**config.mk**
```make
export PLATFORM = sky130hd
export DESIGN_NAME = rid_core
export DESIGN_NICKNAME = d
export VERILOG_FILES = /design/src/rtl/rid_pkg.sv /design/src/rtl/rid_phase.sv /design/src/rtl/rid_alu.sv /design/src/rtl/rid_core.sv
export SDC_FILE = /design/constraint.sdc
export NUM_CORES = 1
export LEC_CHECK = 0
export BUFFER_PORTS_ARGS = -buffer_cell sky130_fd_sc_hd__buf_4
export CORE_MARGIN = 8
export CORE_UTILIZATION = 40
export CTS_BUF_LIST = sky130_fd_sc_hd__clkbuf_4
export DETAILED_ROUTE_END_ITERATION = 10
export GPL_TIMING_DRIVEN = 0
export HOLD_SLACK_MARGIN = 0.08
export MAX_ROUTING_LAYER = met4
export PLACE_DENSITY = 0.62
export SYNTH_ARGS = -nofsm -noshare
export SYNTH_HDL_FRONTEND = slang
export SYNTH_HIERARCHICAL = 1
export SYNTH_SLANG_ARGS = --single-unit
```
**constraint.sdc**
```tcl
create_clock -name core_clk_in -period 10 [get_ports core_clk_in]
set_clock_uncertainty 0.15 [all_clocks]
set_input_delay 0.5 -clock core_clk_in [delete_from_list [all_inputs] [get_ports core_clk_in]]
set_output_delay 0.5 -clock core_clk_in [all_outputs]
set_load 0.1 [all_outputs]
```
**src/rtl/rid_pkg.sv**
```systemverilog
// How it works
// (RULE_01) each instruction is one 14-bit word: class, opcode, operand fields
// (RULE_02) byte ops store to W when the destination bit is 0, else to the file
// (RULE_03) the file address field is seven bits, 0x00 through 0x7F
// (RULE_04) bit ops pick one bit of the addressed 8-bit register
// (RULE_05) literal ops use an 8-bit literal, jumps an 11-bit constant
// (RULE_06) don't-care encoding bits never change the decoded result
// (RULE_07) one cycle, two when a skip is taken or the PC changes; second is idle
// (RULE_08) one instruction cycle lasts exactly four clocks
// (RULE_09) flag updates override the value written into the status register
// (RULE_10) direction register bit 3 always reads one, pin is input only
// (RULE_11) writing PC low loads PC high from its latch and the result into PC low
// (RULE_12) bit set and clear read the whole byte and write it all back
// (RULE_13) byte ops: 00, four-bit op, destination bit, seven-bit address
// (RULE_14) bit ops: 01, two-bit op, three-bit position, seven-bit address
// (RULE_15) port read-modify-write takes the pin levels, not the output latch
package rid_pkg;
    localparam int IW = 14;
    localparam int PCW = 13;
    localparam int QUARTERS = 4;
    localparam logic [1:0] Q_FETCH = 2'h1;
    localparam logic [PCW-1:0] PC_RST = 13'h0000;
    localparam logic [PCW-1:0] PC_STEP = 13'h0001;
    localparam logic [6:0] ADR_PC_LOW = 7'h02;
    localparam logic [6:0] ADR_STATUS = 7'h03;
    localparam logic [6:0] ADR_DIR = 7'h05;
    localparam logic [6:0] ADR_PORT = 7'h06;
    localparam logic [6:0] ADR_PC_LATCH = 7'h0A;
    localparam int ST_C = 0;
    localparam int ST_HC = 1;
    localparam int ST_Z = 2;
    localparam int DIR_FIXED_BIT = 3;
    localparam logic [7:0] DIR_FIXED_MASK = 8'h08;
    localparam logic [7:0] STATUS_RST = 8'h00;
    localparam logic [7:0] DIR_RST = 8'hFF;
    localparam logic [7:0] W_RST = 8'h00;
    localparam logic [4:0] PC_LATCH_RST = 5'h00;
    localparam logic [1:0] CLS_BYTE = 2'h0;
    localparam logic [1:0] CLS_BIT = 2'h1;
    localparam logic [1:0] CLS_JUMP = 2'h2;
    localparam logic [1:0] CLS_LIT = 2'h3;
    localparam logic [3:0] OP_MOVWF = 4'h0;
    localparam logic [3:0] OP_CLR = 4'h1;
    localparam logic [3:0] OP_SUB = 4'h2;
    localparam logic [3:0] OP_DEC = 4'h3;
    localparam logic [3:0] OP_IOR = 4'h4;
    localparam logic [3:0] OP_AND = 4'h5;
    localparam logic [3:0] OP_XOR = 4'h6;
    localparam logic [3:0] OP_ADD = 4'h7;
    localparam logic [3:0] OP_MOV = 4'h8;
    localparam logic [3:0] OP_COM = 4'h9;
    localparam logic [3:0] OP_INC = 4'hA;
    localparam logic [3:0] OP_DECSZ = 4'hB;
    localparam logic [3:0] OP_RRF = 4'hC;
    localparam logic [3:0] OP_RLF = 4'hD;
    localparam logic [3:0] OP_SWAP = 4'hE;
    localparam logic [3:0] OP_INCSZ = 4'hF;
    localparam logic [7:0] LOW_RET = 8'h08;
    localparam logic [7:0] LOW_RETFIE = 8'h09;
    localparam logic [1:0] BOP_CLR = 2'h0;
    localparam logic [1:0] BOP_SET = 2'h1;
    localparam logic [1:0] BOP_TSTC = 2'h2;
    localparam logic [1:0] BOP_TSTS = 2'h3;
    localparam logic [11:0] OFS_CTRL = 12'h000;
    localparam logic [11:0] OFS_CORE = 12'h004;
    localparam logic [11:0] OFS_PC = 12'h008;
    localparam int CTRL_RUN = 0;
endpackage

```
**src/rtl/rid_phase.sv**
```systemverilog
`timescale 1ns/100ps
module rid_phase import rid_pkg::*; #(
    parameter int NQ = QUARTERS
) (
    input wire logic clk_in,
    input wire logic rst_in,
    output logic [$clog2(NQ)-1:0] phase_out,
    output logic last_out
);
    localparam int PW = $clog2(NQ);
    localparam logic [PW-1:0] Q_LAST = PW'(NQ - 1);
    logic [PW-1:0] q_q;

    always_ff @(posedge clk_in) begin
        if (rst_in) begin
            q_q <= '0;
        end else begin
            q_q <= q_q + 1'b1; // [RULE_08]
        end
    end

    assign phase_out = q_q;
    assign last_out = (q_q == Q_LAST);
endmodule // rid_phase

```
**src/rtl/rid_alu.sv**
```systemverilog
`timescale 1ns/100ps
module rid_alu import rid_pkg::*; (
    input wire logic [3:0] op_in,
    input wire logic [7:0] f_in,
    input wire logic [7:0] w_in,
    input wire logic carry_in,
    output logic [7:0] res_out,
    output logic c_out,
    output logic hc_out,
    output logic z_out,
    output logic upd_c_out,
    output logic upd_hc_out,
    output logic upd_z_out
);
    wire sub = (op_in == OP_SUB);
    wire [7:0] wn = sub ? ~w_in : w_in;
    wire [8:0] sum = {1'b0, f_in} + {1'b0, wn} + {8'h00, sub};
    wire [4:0] nib = {1'b0, f_in[3:0]} + {1'b0, wn[3:0]} + {4'h0, sub};

    always_comb begin
        case (op_in)
            OP_MOVWF: res_out = w_in;
            OP_CLR: res_out = 8'h00;
            OP_SUB, OP_ADD: res_out = sum[7:0];
            OP_DEC, OP_DECSZ: res_out = f_in - 8'h01;
            OP_IOR: res_out = f_in | w_in;
            OP_AND: res_out = f_in & w_in;
            OP_XOR: res_out = f_in ^ w_in;
            OP_COM: res_out = ~f_in;
            OP_INC, OP_INCSZ: res_out = f_in + 8'h01;
            OP_RRF: res_out = {carry_in, f_in[7:1]};
            OP_RLF: res_out = {f_in[6:0], carry_in};
            OP_SWAP: res_out = {f_in[3:0], f_in[7:4]};
            default: res_out = f_in;
        endcase
    end

    assign c_out = (op_in == OP_RRF) ? f_in[0] : (op_in == OP_RLF) ? f_in[7] : sum[8];
    assign hc_out = nib[4];
    assign z_out = (res_out == 8'h00);
    assign upd_c_out = op_in inside {OP_ADD, OP_SUB, OP_RRF, OP_RLF};
    assign upd_hc_out = op_in inside {OP_ADD, OP_SUB};
    assign upd_z_out = op_in inside {OP_CLR, OP_SUB, OP_DEC, OP_IOR, OP_AND,
        OP_XOR, OP_ADD, OP_MOV, OP_COM, OP_INC};
endmodule // rid_alu

```
**src/rtl/rid_core.sv**
```systemverilog
// The implementer's own choices: the address map and the APB slave port.
`timescale 1ns/100ps
module rid_core import rid_pkg::*; #(
    parameter int STK_DEPTH = 8,
    parameter int PORT_W = 6
) (
    input wire logic core_clk_in,
    input wire logic rst_in,
    input wire logic [11:0] paddr_in,
    input wire logic psel_in,
    input wire logic penable_in,
    input wire logic pwrite_in,
    input wire logic [31:0] pwdata_in,
    output logic [31:0] prdata_out,
    output logic pready_out,
    output logic pslverr_out,
    output logic [PCW-1:0] pm_addr_out,
    input wire logic [IW-1:0] pm_data_in,
    input wire logic [PORT_W-1:0] port_pins_in,
    output logic [PORT_W-1:0] port_latch_out,
    output logic [PORT_W-1:0] port_oe_out
);
    localparam int SPW = $clog2(STK_DEPTH);

    logic [1:0] phase;
    logic cyc_end;
    logic run_q;
    logic [IW-1:0] ir_q;
    logic [PCW-1:0] pc_q;
    logic [PCW-1:0] pc_d;
    logic [7:0] w_q;
    logic [7:0] status_q;
    logic [7:0] status_d;
    logic [7:0] dir_q;
    logic [4:0] pc_latch_q;
    logic [PORT_W-1:0] latch_q;
    logic [PORT_W-1:0] pins_m_q;
    logic [PORT_W-1:0] pins_s_q;
    logic nop_q;
    logic nop_adv_q;
    logic [7:0] ram_q [0:127];
    logic [PCW-1:0] stk_q [0:STK_DEPTH-1];
    logic [SPW-1:0] sp_q;
    logic [31:0] prdata_q;
    logic err_q;
    logic [7:0] alu_res;
    logic alu_c;
    logic alu_hc;
    logic alu_z;
    logic upd_c;
    logic upd_hc;
    logic upd_z;

    rid_phase #(.NQ(QUARTERS)) u_phase (
        .clk_in(core_clk_in),
        .rst_in(rst_in),
        .phase_out(phase),
        .last_out(cyc_end)
    );

    // pins cross into the core clock
    always_ff @(posedge core_clk_in) begin
        if (rst_in) begin
            pins_m_q <= '0;
            pins_s_q <= '0;
        end else begin
            pins_m_q <= port_pins_in;
            pins_s_q <= pins_m_q;
        end
    end

    always_ff @(posedge core_clk_in) begin
        if (rst_in) begin
            ir_q <= '0;
        end else if (phase == Q_FETCH) begin
            ir_q <= pm_data_in;
        end
    end

    // field split
    wire [1:0] cls = ir_q[13:12]; // [RULE_01]
    wire [3:0] bop = ir_q[11:8]; // [RULE_13]
    wire dst_f = ir_q[7]; // [RULE_02]
    wire [6:0] fadr = ir_q[6:0]; // [RULE_03]
    wire [1:0] bitop = ir_q[11:10]; // [RULE_14]
    wire [2:0] bpos = ir_q[9:7]; // [RULE_04]
    wire [7:0] k8 = ir_q[7:0]; // [RULE_05]
    wire [10:0] k11 = ir_q[10:0]; // [RULE_05]

    wire is_byte = (cls == CLS_BYTE);
    wire is_bit = (cls == CLS_BIT);
    wire is_jump = (cls == CLS_JUMP);
    wire is_lit = (cls == CLS_LIT);
    wire is_call = is_jump && !ir_q[11];
    wire misc = is_byte && (bop == OP_MOVWF) && !dst_f;
    wire is_ret = misc && ((k8 == LOW_RET) || (k8 == LOW_RETFIE));
    // literal decode looks only at the bits that matter
    wire lit_mov = is_lit && !ir_q[11]; // [RULE_06]
    wire is_retlw = is_lit && (ir_q[11:10] == 2'b01); // [RULE_06]
    wire [3:0] lit_op = ir_q[10] ? (ir_q[9] ? OP_ADD : OP_SUB) // [RULE_06]
        : (ir_q[9:8] == 2'b00) ? OP_IOR : (ir_q[9:8] == 2'b01) ? OP_AND : OP_XOR;
    wire [3:0] alu_op = is_lit ? (lit_mov ? OP_MOV : lit_op) : bop;

    // source operand
    wire [7:0] dir_rd = dir_q | DIR_FIXED_MASK; // [RULE_10]
    wire [7:0] pins_rd = {{(8 - PORT_W){1'b0}}, pins_s_q};
    wire special = fadr inside {ADR_PC_LOW, ADR_STATUS, ADR_DIR, ADR_PORT, ADR_PC_LATCH};
    wire [7:0] rd_val = (fadr == ADR_PC_LOW) ? pc_q[7:0] // [RULE_11]
        : (fadr == ADR_STATUS) ? status_q
        : (fadr == ADR_PC_LATCH) ? {3'h0, pc_latch_q}
        : (fadr == ADR_PORT) ? pins_rd // [RULE_15]
        : (fadr == ADR_DIR) ? dir_rd
        : ram_q[fadr];

    rid_alu u_alu (
        .op_in(alu_op),
        .f_in(is_lit ? k8 : rd_val),
        .w_in(w_q),
        .carry_in(status_q[ST_C]),
        .res_out(alu_res),
        .c_out(alu_c),
        .hc_out(alu_hc),
        .z_out(alu_z),
        .upd_c_out(upd_c),
        .upd_hc_out(upd_hc),
        .upd_z_out(upd_z)
    );

    // bit set and clear rewrite the whole byte with one bit changed
    wire [7:0] mask = 8'h01 << bpos; // [RULE_04]
    wire bit_val = |(rd_val & mask);
    wire [7:0] bit_res = (bitop == BOP_SET) ? (rd_val | mask) : (rd_val & ~mask); // [RULE_12]
    wire [7:0] res = is_bit ? bit_res : lit_mov ? k8 : alu_res;

    wire exec = cyc_end && run_q && !nop_q;
    wire wr_f_nx = (is_byte && dst_f) || (is_bit && !bitop[1]); // [RULE_02]
    wire wr_file = exec && wr_f_nx;
    wire wr_w = exec && ((is_byte && !dst_f && !misc) || is_lit); // [RULE_02]
    wire wr_pc_low_nx = wr_f_nx && (fadr == ADR_PC_LOW);
    wire upd_flags = exec && (is_byte || (is_lit && !lit_mov));
    wire skip = (is_byte && (bop == OP_DECSZ || bop == OP_INCSZ) && alu_z)
        || (is_bit && bitop == BOP_TSTC && !bit_val)
        || (is_bit && bitop == BOP_TSTS && bit_val);
    wire pc_chg = is_jump || is_ret || is_retlw || wr_pc_low_nx;
    wire two_cyc = skip || pc_chg; // [RULE_07]
    wire [SPW-1:0] sp_up = sp_q + 1'b1;
    wire [SPW-1:0] sp_dn = sp_q - 1'b1;
    wire [PCW-1:0] pc_inc = pc_q + PC_STEP;

    always_comb begin
        pc_d = pc_inc;
        if (is_jump) begin
            pc_d = {pc_latch_q[4:3], k11}; // [RULE_05]
        end else if (is_ret || is_retlw) begin
            pc_d = stk_q[sp_dn];
        end else if (wr_pc_low_nx) begin
            pc_d = {pc_latch_q, res}; // [RULE_11]
        end
    end

    // flags from the instruction land on top of a written status byte
    always_comb begin
        status_d = status_q;
        if (wr_file && fadr == ADR_STATUS) begin
            status_d = res;
        end
        if (upd_flags && upd_c) begin
            status_d[ST_C] = alu_c; // [RULE_09]
        end
        if (upd_flags && upd_hc) begin
            status_d[ST_HC] = alu_hc; // [RULE_09]
        end
        if (upd_flags && upd_z) begin
            status_d[ST_Z] = alu_z; // [RULE_09]
        end
    end

    // one commit per four-clock cycle; second slot of a long op is idle
    always_ff @(posedge core_clk_in) begin
        if (rst_in) begin
            pc_q <= PC_RST;
            nop_q <= 1'b0;
            nop_adv_q <= 1'b0;
        end else if (cyc_end && run_q) begin // [RULE_08]
            if (nop_q) begin
                nop_q <= 1'b0;
                pc_q <= nop_adv_q ? pc_inc : pc_q; // [RULE_07]
            end else begin
                pc_q <= pc_d;
                nop_q <= two_cyc; // [RULE_07]
                nop_adv_q <= skip;
            end
        end
    end

    always_ff @(posedge core_clk_in) begin
        if (rst_in) begin
            w_q <= W_RST;
            status_q <= STATUS_RST;
            pc_latch_q <= PC_LATCH_RST;
            dir_q <= DIR_RST;
            latch_q <= '0;
            sp_q <= '0;
        end else begin
            status_q <= status_d;
            if (wr_w) begin
                w_q <= res; // [RULE_02]
            end
            if (wr_file && fadr == ADR_PC_LATCH) begin
                pc_latch_q <= res[4:0];
            end
            if (wr_file && fadr == ADR_DIR) begin
                dir_q <= res; // [RULE_10]
            end
            if (wr_file && fadr == ADR_PORT) begin
                latch_q <= res[PORT_W-1:0]; // [RULE_15]
            end
            if (exec && is_call) begin
                sp_q <= sp_up;
            end else if (exec && (is_ret || is_retlw)) begin
                sp_q <= sp_dn;
            end
        end
    end

    // data storage, no reset
    always_ff @(posedge core_clk_in) begin
        if (wr_file && !special) begin
            ram_q[fadr] <= res; // [RULE_02]
        end
        if (exec && is_call) begin
            stk_q[sp_q] <= pc_inc;
        end
    end

    // apb slave, zero wait, read data captured in setup
    wire apb_setup = psel_in && !penable_in;
    wire apb_acc = psel_in && penable_in;
    wire mapped = paddr_in inside {OFS_CTRL, OFS_CORE, OFS_PC};
    wire [31:0] rd_mux = (paddr_in == OFS_CTRL) ? {31'h0, run_q}
        : (paddr_in == OFS_CORE) ? {2'h0, ir_q, status_q, w_q}
        : (paddr_in == OFS_PC) ? {{(32 - PCW){1'b0}}, pc_q}
        : 32'h0000_0000;

    always_ff @(posedge core_clk_in) begin
        if (rst_in) begin
            prdata_q <= 32'h0000_0000;
            err_q <= 1'b0;
            run_q <= 1'b0;
        end else begin
            if (apb_setup) begin
                prdata_q <= pwrite_in ? 32'h0000_0000 : rd_mux;
                err_q <= !mapped;
            end
            if (apb_acc && pwrite_in && paddr_in == OFS_CTRL) begin
                run_q <= pwdata_in[CTRL_RUN];
            end
        end
    end

    assign prdata_out = prdata_q;
    assign pready_out = apb_acc;
    assign pslverr_out = apb_acc && err_q;
    assign pm_addr_out = pc_q;
    assign port_latch_out = latch_q;
    assign port_oe_out = ~dir_rd[PORT_W-1:0];
endmodule // rid_core

```
==> results of run 1 <==
[per-stage QoR]
step / setup slack, ns / hold slack, ns / util [%]
floorplan: 0.811 / 0.264 / -
global placement: -6.62 / 0.279 / 42.4
detailed placement: 0.336 / 0.286 / 43.0
CTS: 0.264 / 0.0861 / 46.5
global route: 0.00236 / 0.116 / 46.5
finish: 0.0738 / 0.171 / 46.5
[worst min-delay path: stages]
cell	delay [ns]
dlygate4sd3_1	0.54
buf_4	0.13
nand2_1	0.07
a21oi_1	0.18
[power breakdown]
part           switching, mW  internal [mW]
registers             0.0131           5.95
clock network           2.06           2.29
logic                   1.02          0.444
total                   3.10           8.68
[registers in the layout (all words and copies together) (netlist names), 6 cells and up, named ones only]
name and flops:
ram_q 1024, stk_q 104, prdata_out 30, ir_q 14
pm_addr_out 13, status_q 8, w_q 8, dir_q 7
pins_m_q 6, pins_s_q 6, port_latch_out 6
[cell families after synthesis]
| logic type | count (synthesis) | synth area share (%) |
|---|---|---|
| and+or+nand+nor | 775 | 6.88 |
| other | 1 | 0.00714 |
| buffers and inverters | 263 | 2.66 |
| muxes | 396 | 14.1 |
| xor gates and xnor gates | 29 | 0.484 |
| DFF | 1247 | 69.0 |
| adders and majority gates | 32 | 0.772 |
| AOI/OAI and AO/OA | 442 | 6.02 |
[final timing paths]
kind	cells after the start	end	startpoint
setup / recovery	30	ram_q[48][1]	register
hold / removal	4	ir_q[6]	pm_data_in[6]
setup reg to reg	30	ram_q[48][1]	register
hold reg to reg	1	pins_s_q[0]	pins_m_q[0]
[Yosys cell counts, types with 27 or more instances]
| cell type | count |
|---|---|
| nand2b_1 | 27 |
| buf_2 | 38 |
| mux2i_1 | 107 |
| edfxtp_1 | 1128 |
| a211oi_1 | 28 |
| buf_4 | 27 |
| nand3_1 | 67 |
| nor2_1 | 285 |
| nand2_1 | 192 |
| nor2b_1 | 58 |
| o21ai_0 | 60 |
| mux4_2 | 253 |
| nor3_1 | 37 |
| o22ai_1 | 29 |
| a21oi_1 | 73 |
| ha_1 | 30 |
| clkbuf_1 | 92 |
| dfxtp_1 | 119 |
| inv_1 | 55 |
| a22oi_1 | 56 |
[routing by layer]
layer / share of wire (%) / GRT usage (%) / vias up / wire length (µm)
met4: 5.5 / 12.0 / 0 / 9980
met3: 12 / 7.21 / 559 / 21000
met2: 45 / 38.6 / 2473 / 82500
met1: 38 / 32.2 / 17500 / 68600
li1: - / - / 14000 / -
met5: 0 / - / - / 0
[placed cells by master (no fill, tap or decap), drive strengths merged, types with 27 or more instances in the layout]
| cell type | instances |
|---|---|
| a211oi | 28 |
| a21oi | 77 |
| a22oi | 56 |
| buf | 233 |
| clkbuf | 576 |
| clkinv | 56 |
| conb | 43 |
| dfxtp | 119 |
| dlygate4sd3 | 65 |
| edfxtp | 1128 |
| ha | 30 |
| inv | 62 |
| mux2i | 107 |
| mux4 | 270 |
| nand2 | 192 |
| nand2b | 27 |
| nand3 | 67 |
| nor2 | 285 |
| nor2b | 58 |
| nor3 | 38 |
| o21ai | 67 |
| o22ai | 30 |
[area by class of cell]
cell class	instances	area [µm²]
Fill cell	11400	70000
Sequential cell	1247	36300
Multi-Input combinational cell	1717	15100
Clock buffer	481	3610
Tap cell	1755	2200
Timing Repair Buffer	191	1990
Buffer	205	1180
Clock inverter	64	353
Inverter	58	218
Antenna cell	10	25.0
[timing repair]
action	4_1_cts	5_1_grt
resized for setup	0	1
hold buffers	65	0
hold endpoints to repair	79	0
setup endpoints to repair	0	14
==> results.sh, run 1 <==
export IMPL_cp_max_fo=32
export IMPL_core_rowCount=133
export IMPL_synth_cells=3185
export IMPL_clock_fmax_mhz=101
export IMPL_cts_tree="done"
export IMPL_initial_utilization_pct=40.1
export IMPL_die_h_um=378
export IMPL_start_kind="register"
export IMPL_rsz0062_at_grt="no"
export IMPL_die_area_um2=143000
export IMPL_globalRouteOverflowTotal=0
export IMPL_core_um2=131000
export IMPL_path_clk_slew_ns=0.06
export IMPL_max_stage_delay_ns=0.85
export IMPL_reg2reg_slack_ns=0.07
export IMPL_grt_antenna_before_repair=6
export IMPL_synth_top_cell_by_area="edfxtp_1"
export IMPL_cts_buffers=337
export IMPL_power_density_nw_per_um2=193
export IMPL_slowest_stage="nor4_1"
export IMPL_critical_path_class="register to register"
export IMPL_grt_max_degree=81
export IMPL_io_pins=128
export IMPL_synth_area_um2=52500
export IMPL_cts_setup_buffers=0
export IMPL_netlist_top_cells_area="edfxtp_1, mux4_2, dfxtp_1, mux2i_1, nor2_1"
export IMPL_synth_avg_cell_area_um2=16.5
export IMPL_synthFlopType="edfxtp_1"
export IMPL_wirelength_um=182000
export IMPL_p_leak_nw=20.1
export IMPL_min_period_ns=9.93
export IMPL_peakVddDrop_mv=0.0880
export IMPL_seq_area_frac_synth_pct=69.0
export IMPL_drc=0
export IMPL_nets=3857
export IMPL_syn2layout_area_growth_pct=16.1
export IMPL_drtIter0Drc=5308
export IMPL_finalMaxSlewViolations=20
export IMPL_tns_ns=0
export IMPL_drv_cap=3
export IMPL_grt_pass1_vias=33500
export IMPL_first_pass_iters=6
export IMPL_drtAntennaViolNets=0
export IMPL_ys_warn_count=6
export IMPL_final_cells=5728
export IMPL_report_power_total_mw=11.8
export IMPL_crit_family="buffers and inverters"
export IMPL_final_cell_area_um2=61000
export IMPL_worstSetupEndpointType="register"
export IMPL_synth_distinct_cells=104
export IMPL_crit_buf_inv=11
export IMPL_gp_congestion=1.01
export IMPL_place_hpwl_um=122000
export IMPL_violations="capacitance limit, slew limit"
export IMPL_via_per_inst=6.02
export IMPL_fp_dieW_um=378
export IMPL_grt_pass1_wl_um=252000
export IMPL_ys_async_sr_fraction_pct=0
export IMPL_worst_pin_slew_ns=1.59
export IMPL_fin_crit_sh_pct=99.3
export IMPL_io_buffer_count=93
export IMPL_ys_ff_latch=1247
export IMPL_htree_levels=5
export IMPL_hold_viol_final=0
export IMPL_status="finished with violations"
export IMPL_cts_root_buf="clkbuf_4"
export IMPL_insertion_delay_ns=1.31
export IMPL_relSlewSlack_pct=-6.56
export IMPL_cts_sinks=1247
export IMPL_synth_top_area_share_pct=64.5
export IMPL_place_area_um2=56300
export IMPL_synth_edf_count=1128
export IMPL_grt_util_all_layers_pct=25.6
export IMPL_final_layout_size_suffix_gt1_share_pct=26.1
export IMPL_cp_common_cell="o21ai_0"
export IMPL_avgRoutedWirePerCell_um=31.8
export IMPL_hold_class="input pin to register"
export IMPL_placed_cells=5107
export IMPL_arrival_ns=10.87
export IMPL_finalSetupViolations=0
export IMPL_num_vias=34500
export IMPL_required_ns=10.94
export IMPL_clk_path_buf_depth=4
Note: power is estimated with default switching activity, not from simulation.
==> run 2, diff against run 1 <==
PLACE_DENSITY = default   (was 0.62)
==> results.sh, run 2 (same netlist as run 1, synthesis figures left out) <==
export IMPL_grt_util_all_layers_pct=25.5
export IMPL_finalMaxSlewViolations=11
export IMPL_p_clk_share_pct=37.2
export IMPL_worstSetupEndpointType="register"
export IMPL_first_pass_iters=8
export IMPL_drtIter0Drc=4869
export IMPL_core_rowCount=133
export IMPL_relSlewSlack_pct=-0.903
export IMPL_cts_buffers=337
export IMPL_final_common_cell="edfxtp_1"
export IMPL_io_buffer_count=93
export IMPL_place_area_um2=56400
export IMPL_grt_antenna_before_repair=9
export IMPL_top_register="ram_q"
export IMPL_required_ns=10.89
export IMPL_dp_slack_ns=0.529
export IMPL_swShare_pct=26.4
export IMPL_start_kind="register"
export IMPL_peakVddDrop_mv=0.121
export IMPL_drtAntennaViolNets=0
export IMPL_worst_pin_slew_ns=1.51
export IMPL_internal_power_mw=8.73
export IMPL_wirelength_um=181000
export IMPL_place_hpwl_um=122000
export IMPL_via_per_inst=6.03
export IMPL_gp_congestion=0.998
export IMPL_drc=0
export IMPL_syn2layout_area_growth_pct=16.3
export IMPL_layout_common_cells="edfxtp_1, clkbuf_4, nor2_1, mux4_2, nand2_1"
export IMPL_seq_power_share_pct=50.3
export IMPL_final_cell_area_um2=61100
export IMPL_fp_dieW_um=378
export IMPL_cts_tree="done"
export IMPL_globalRouteOverflowTotal=0
export IMPL_worst_r2r_cell_count=28
export IMPL_core_um2=131000
export IMPL_grt_max_degree=89
export IMPL_p_leak_nw=20.2
export IMPL_cts_resized=0
export IMPL_final_setup_worst_slack_ns=0.118
export IMPL_insertion_delay_ns=1.28
export IMPL_htree_levels=5
export IMPL_min_period_ns=9.88
export IMPL_crit_path_end="ram_q[45][4]"
export IMPL_fin_crit_sh_pct=98.8
export IMPL_holdWs_ns=0.206
export IMPL_status="finished with violations"
export IMPL_max_stage_delay_ns=1.08
export IMPL_finalSetupViolations=0
export IMPL_cts_root_buf="clkbuf_4"
export IMPL_p_comb_share_pct=12.5
export IMPL_clock_fmax_mhz=101
export IMPL_largest_register_ffs=1024
export IMPL_power_density_nw_per_um2=194
export IMPL_hold_class="input pin to register"
export IMPL_nets=3856
export IMPL_num_vias=34600
export IMPL_p_sw_mw=3.13
export IMPL_timing_rr_end="ram_q[45][4]"
export IMPL_slowest_stage="nor2b_1"
export IMPL_initial_utilization_pct=40.1
export IMPL_die_area_um2=143000
export IMPL_cp_max_fo=30
export IMPL_clk_path_buf_depth=4
export IMPL_critical_path_class="register to register"
export IMPL_cts_sinks=1247
export IMPL_violations="capacitance limit, slew limit"
export IMPL_drv_cap=2
export IMPL_cp_common_cell="o21ai_0"
export IMPL_grt_pass1_wl_um=252000
export IMPL_io_pins=128
export IMPL_die_h_um=378
export IMPL_arrival_ns=10.77
export IMPL_reg2reg_slack_ns=0.12
export IMPL_hold_viol_final=0
export IMPL_rsz0062_at_grt="no"
export IMPL_avgRoutedWirePerCell_um=31.6
export IMPL_path_clk_slew_ns=0.06
export IMPL_grt_pass1_vias=33600
export IMPL_final_layout_size_suffix_gt1_share_pct=26.5
export IMPL_cts_setup_buffers=0
==> run 2: cell types whose count changed in the layout (fill, tap and decap cells not counted), moves of 2 or more <==
cell           change
buf_16             +8
dlygate4sd3_1      -3
clkinv_2           +2
clkbuf_4          +13
buf_12             -6
diode_2            +8
clkinv_1           -9
==> run 2: through the flow <==
step / setup TNS (ns) / power, mW / utilization, % / std cells
6_report: 0 / 11.9 / 46.7 / 5741
5_1_grt: 0 / 12.2 / 46.7 / 5740
4_1_cts: 0 / 11.9 / 46.6 / 5723
3_5_place_dp: 0 / 7.50 / 43.1 / 5110
3_3_place_gp: -3108.36 / 7.42 / 42.4 / 5075
2_1_floorplan: 0 / 6.82 / - / 3227
==> run 2: power by group through the flow <==
stage / clock (mW) / sequential [mW] / combinational [mW]
finish: 4.41 / 5.96 / 1.49
detailed placement: 0 / 6.08 / 1.42
global route: 4.71 / 5.96 / 1.53
CTS: 4.45 / 5.96 / 1.44
global placement: 0 / 6.17 / 1.24
floorplan: 0 / 6.11 / 0.709
==> run 2: worst min path at each step <==
stage,startpoint,endpoint,cells past startpoint
after floorplan,pins_m_q[0],pins_s_q[0],1
after global placement,pins_m_q[1],pins_s_q[1],1
after detailed placement,pins_m_q[5],pins_s_q[5],1
after CTS,pm_data_in[5],ir_q[5],4
after global routing,pm_data_in[5],register,4
final,pm_data_in[5],ir_q[5],4
==> run 2: final cells by class <==
type	instances	area, µm²
Tap cell	1755	2200
Antenna cell	18	45.0
Timing Repair Buffer	190	2060
Clock inverter	57	303
Clock buffer	494	3710
Multi-Input combinational cell	1717	15100
Buffer	205	1180
Inverter	58	218
Sequential cell	1247	36300
Fill cell	11500	69900
==> run 2: timing repair <==
| action | CTS | global route |
|---|---|---|
| endpoints found under the hold margin | 79 | 0 |
| hold buffers | 62 | 0 |
| endpoints found under the setup margin | 0 | 0 |
==> run 2: per-layer routing <==
layer / global-route usage, % / vias to the layer above / part of all wire [%]
li1: - / 14000 / -
met1: 32.1 / 17400 / 38
met2: 37.9 / 2638 / 45
met3: 7.34 / 591 / 12
met4: 12.8 / 0 / 5.6
met5: - / - / 0
==> run 2: critical path, delay by kind of cell, from the launching register on <==
family                     cells  cell delay (ns)
adders and majority gates      1             0.52
muxes                          1             0.44
and+or+nand+nor                6             2.45
buffers and inverters          8             2.36
DFF                            1             0.33
AOI/OAI and AO/OA             12             3.36
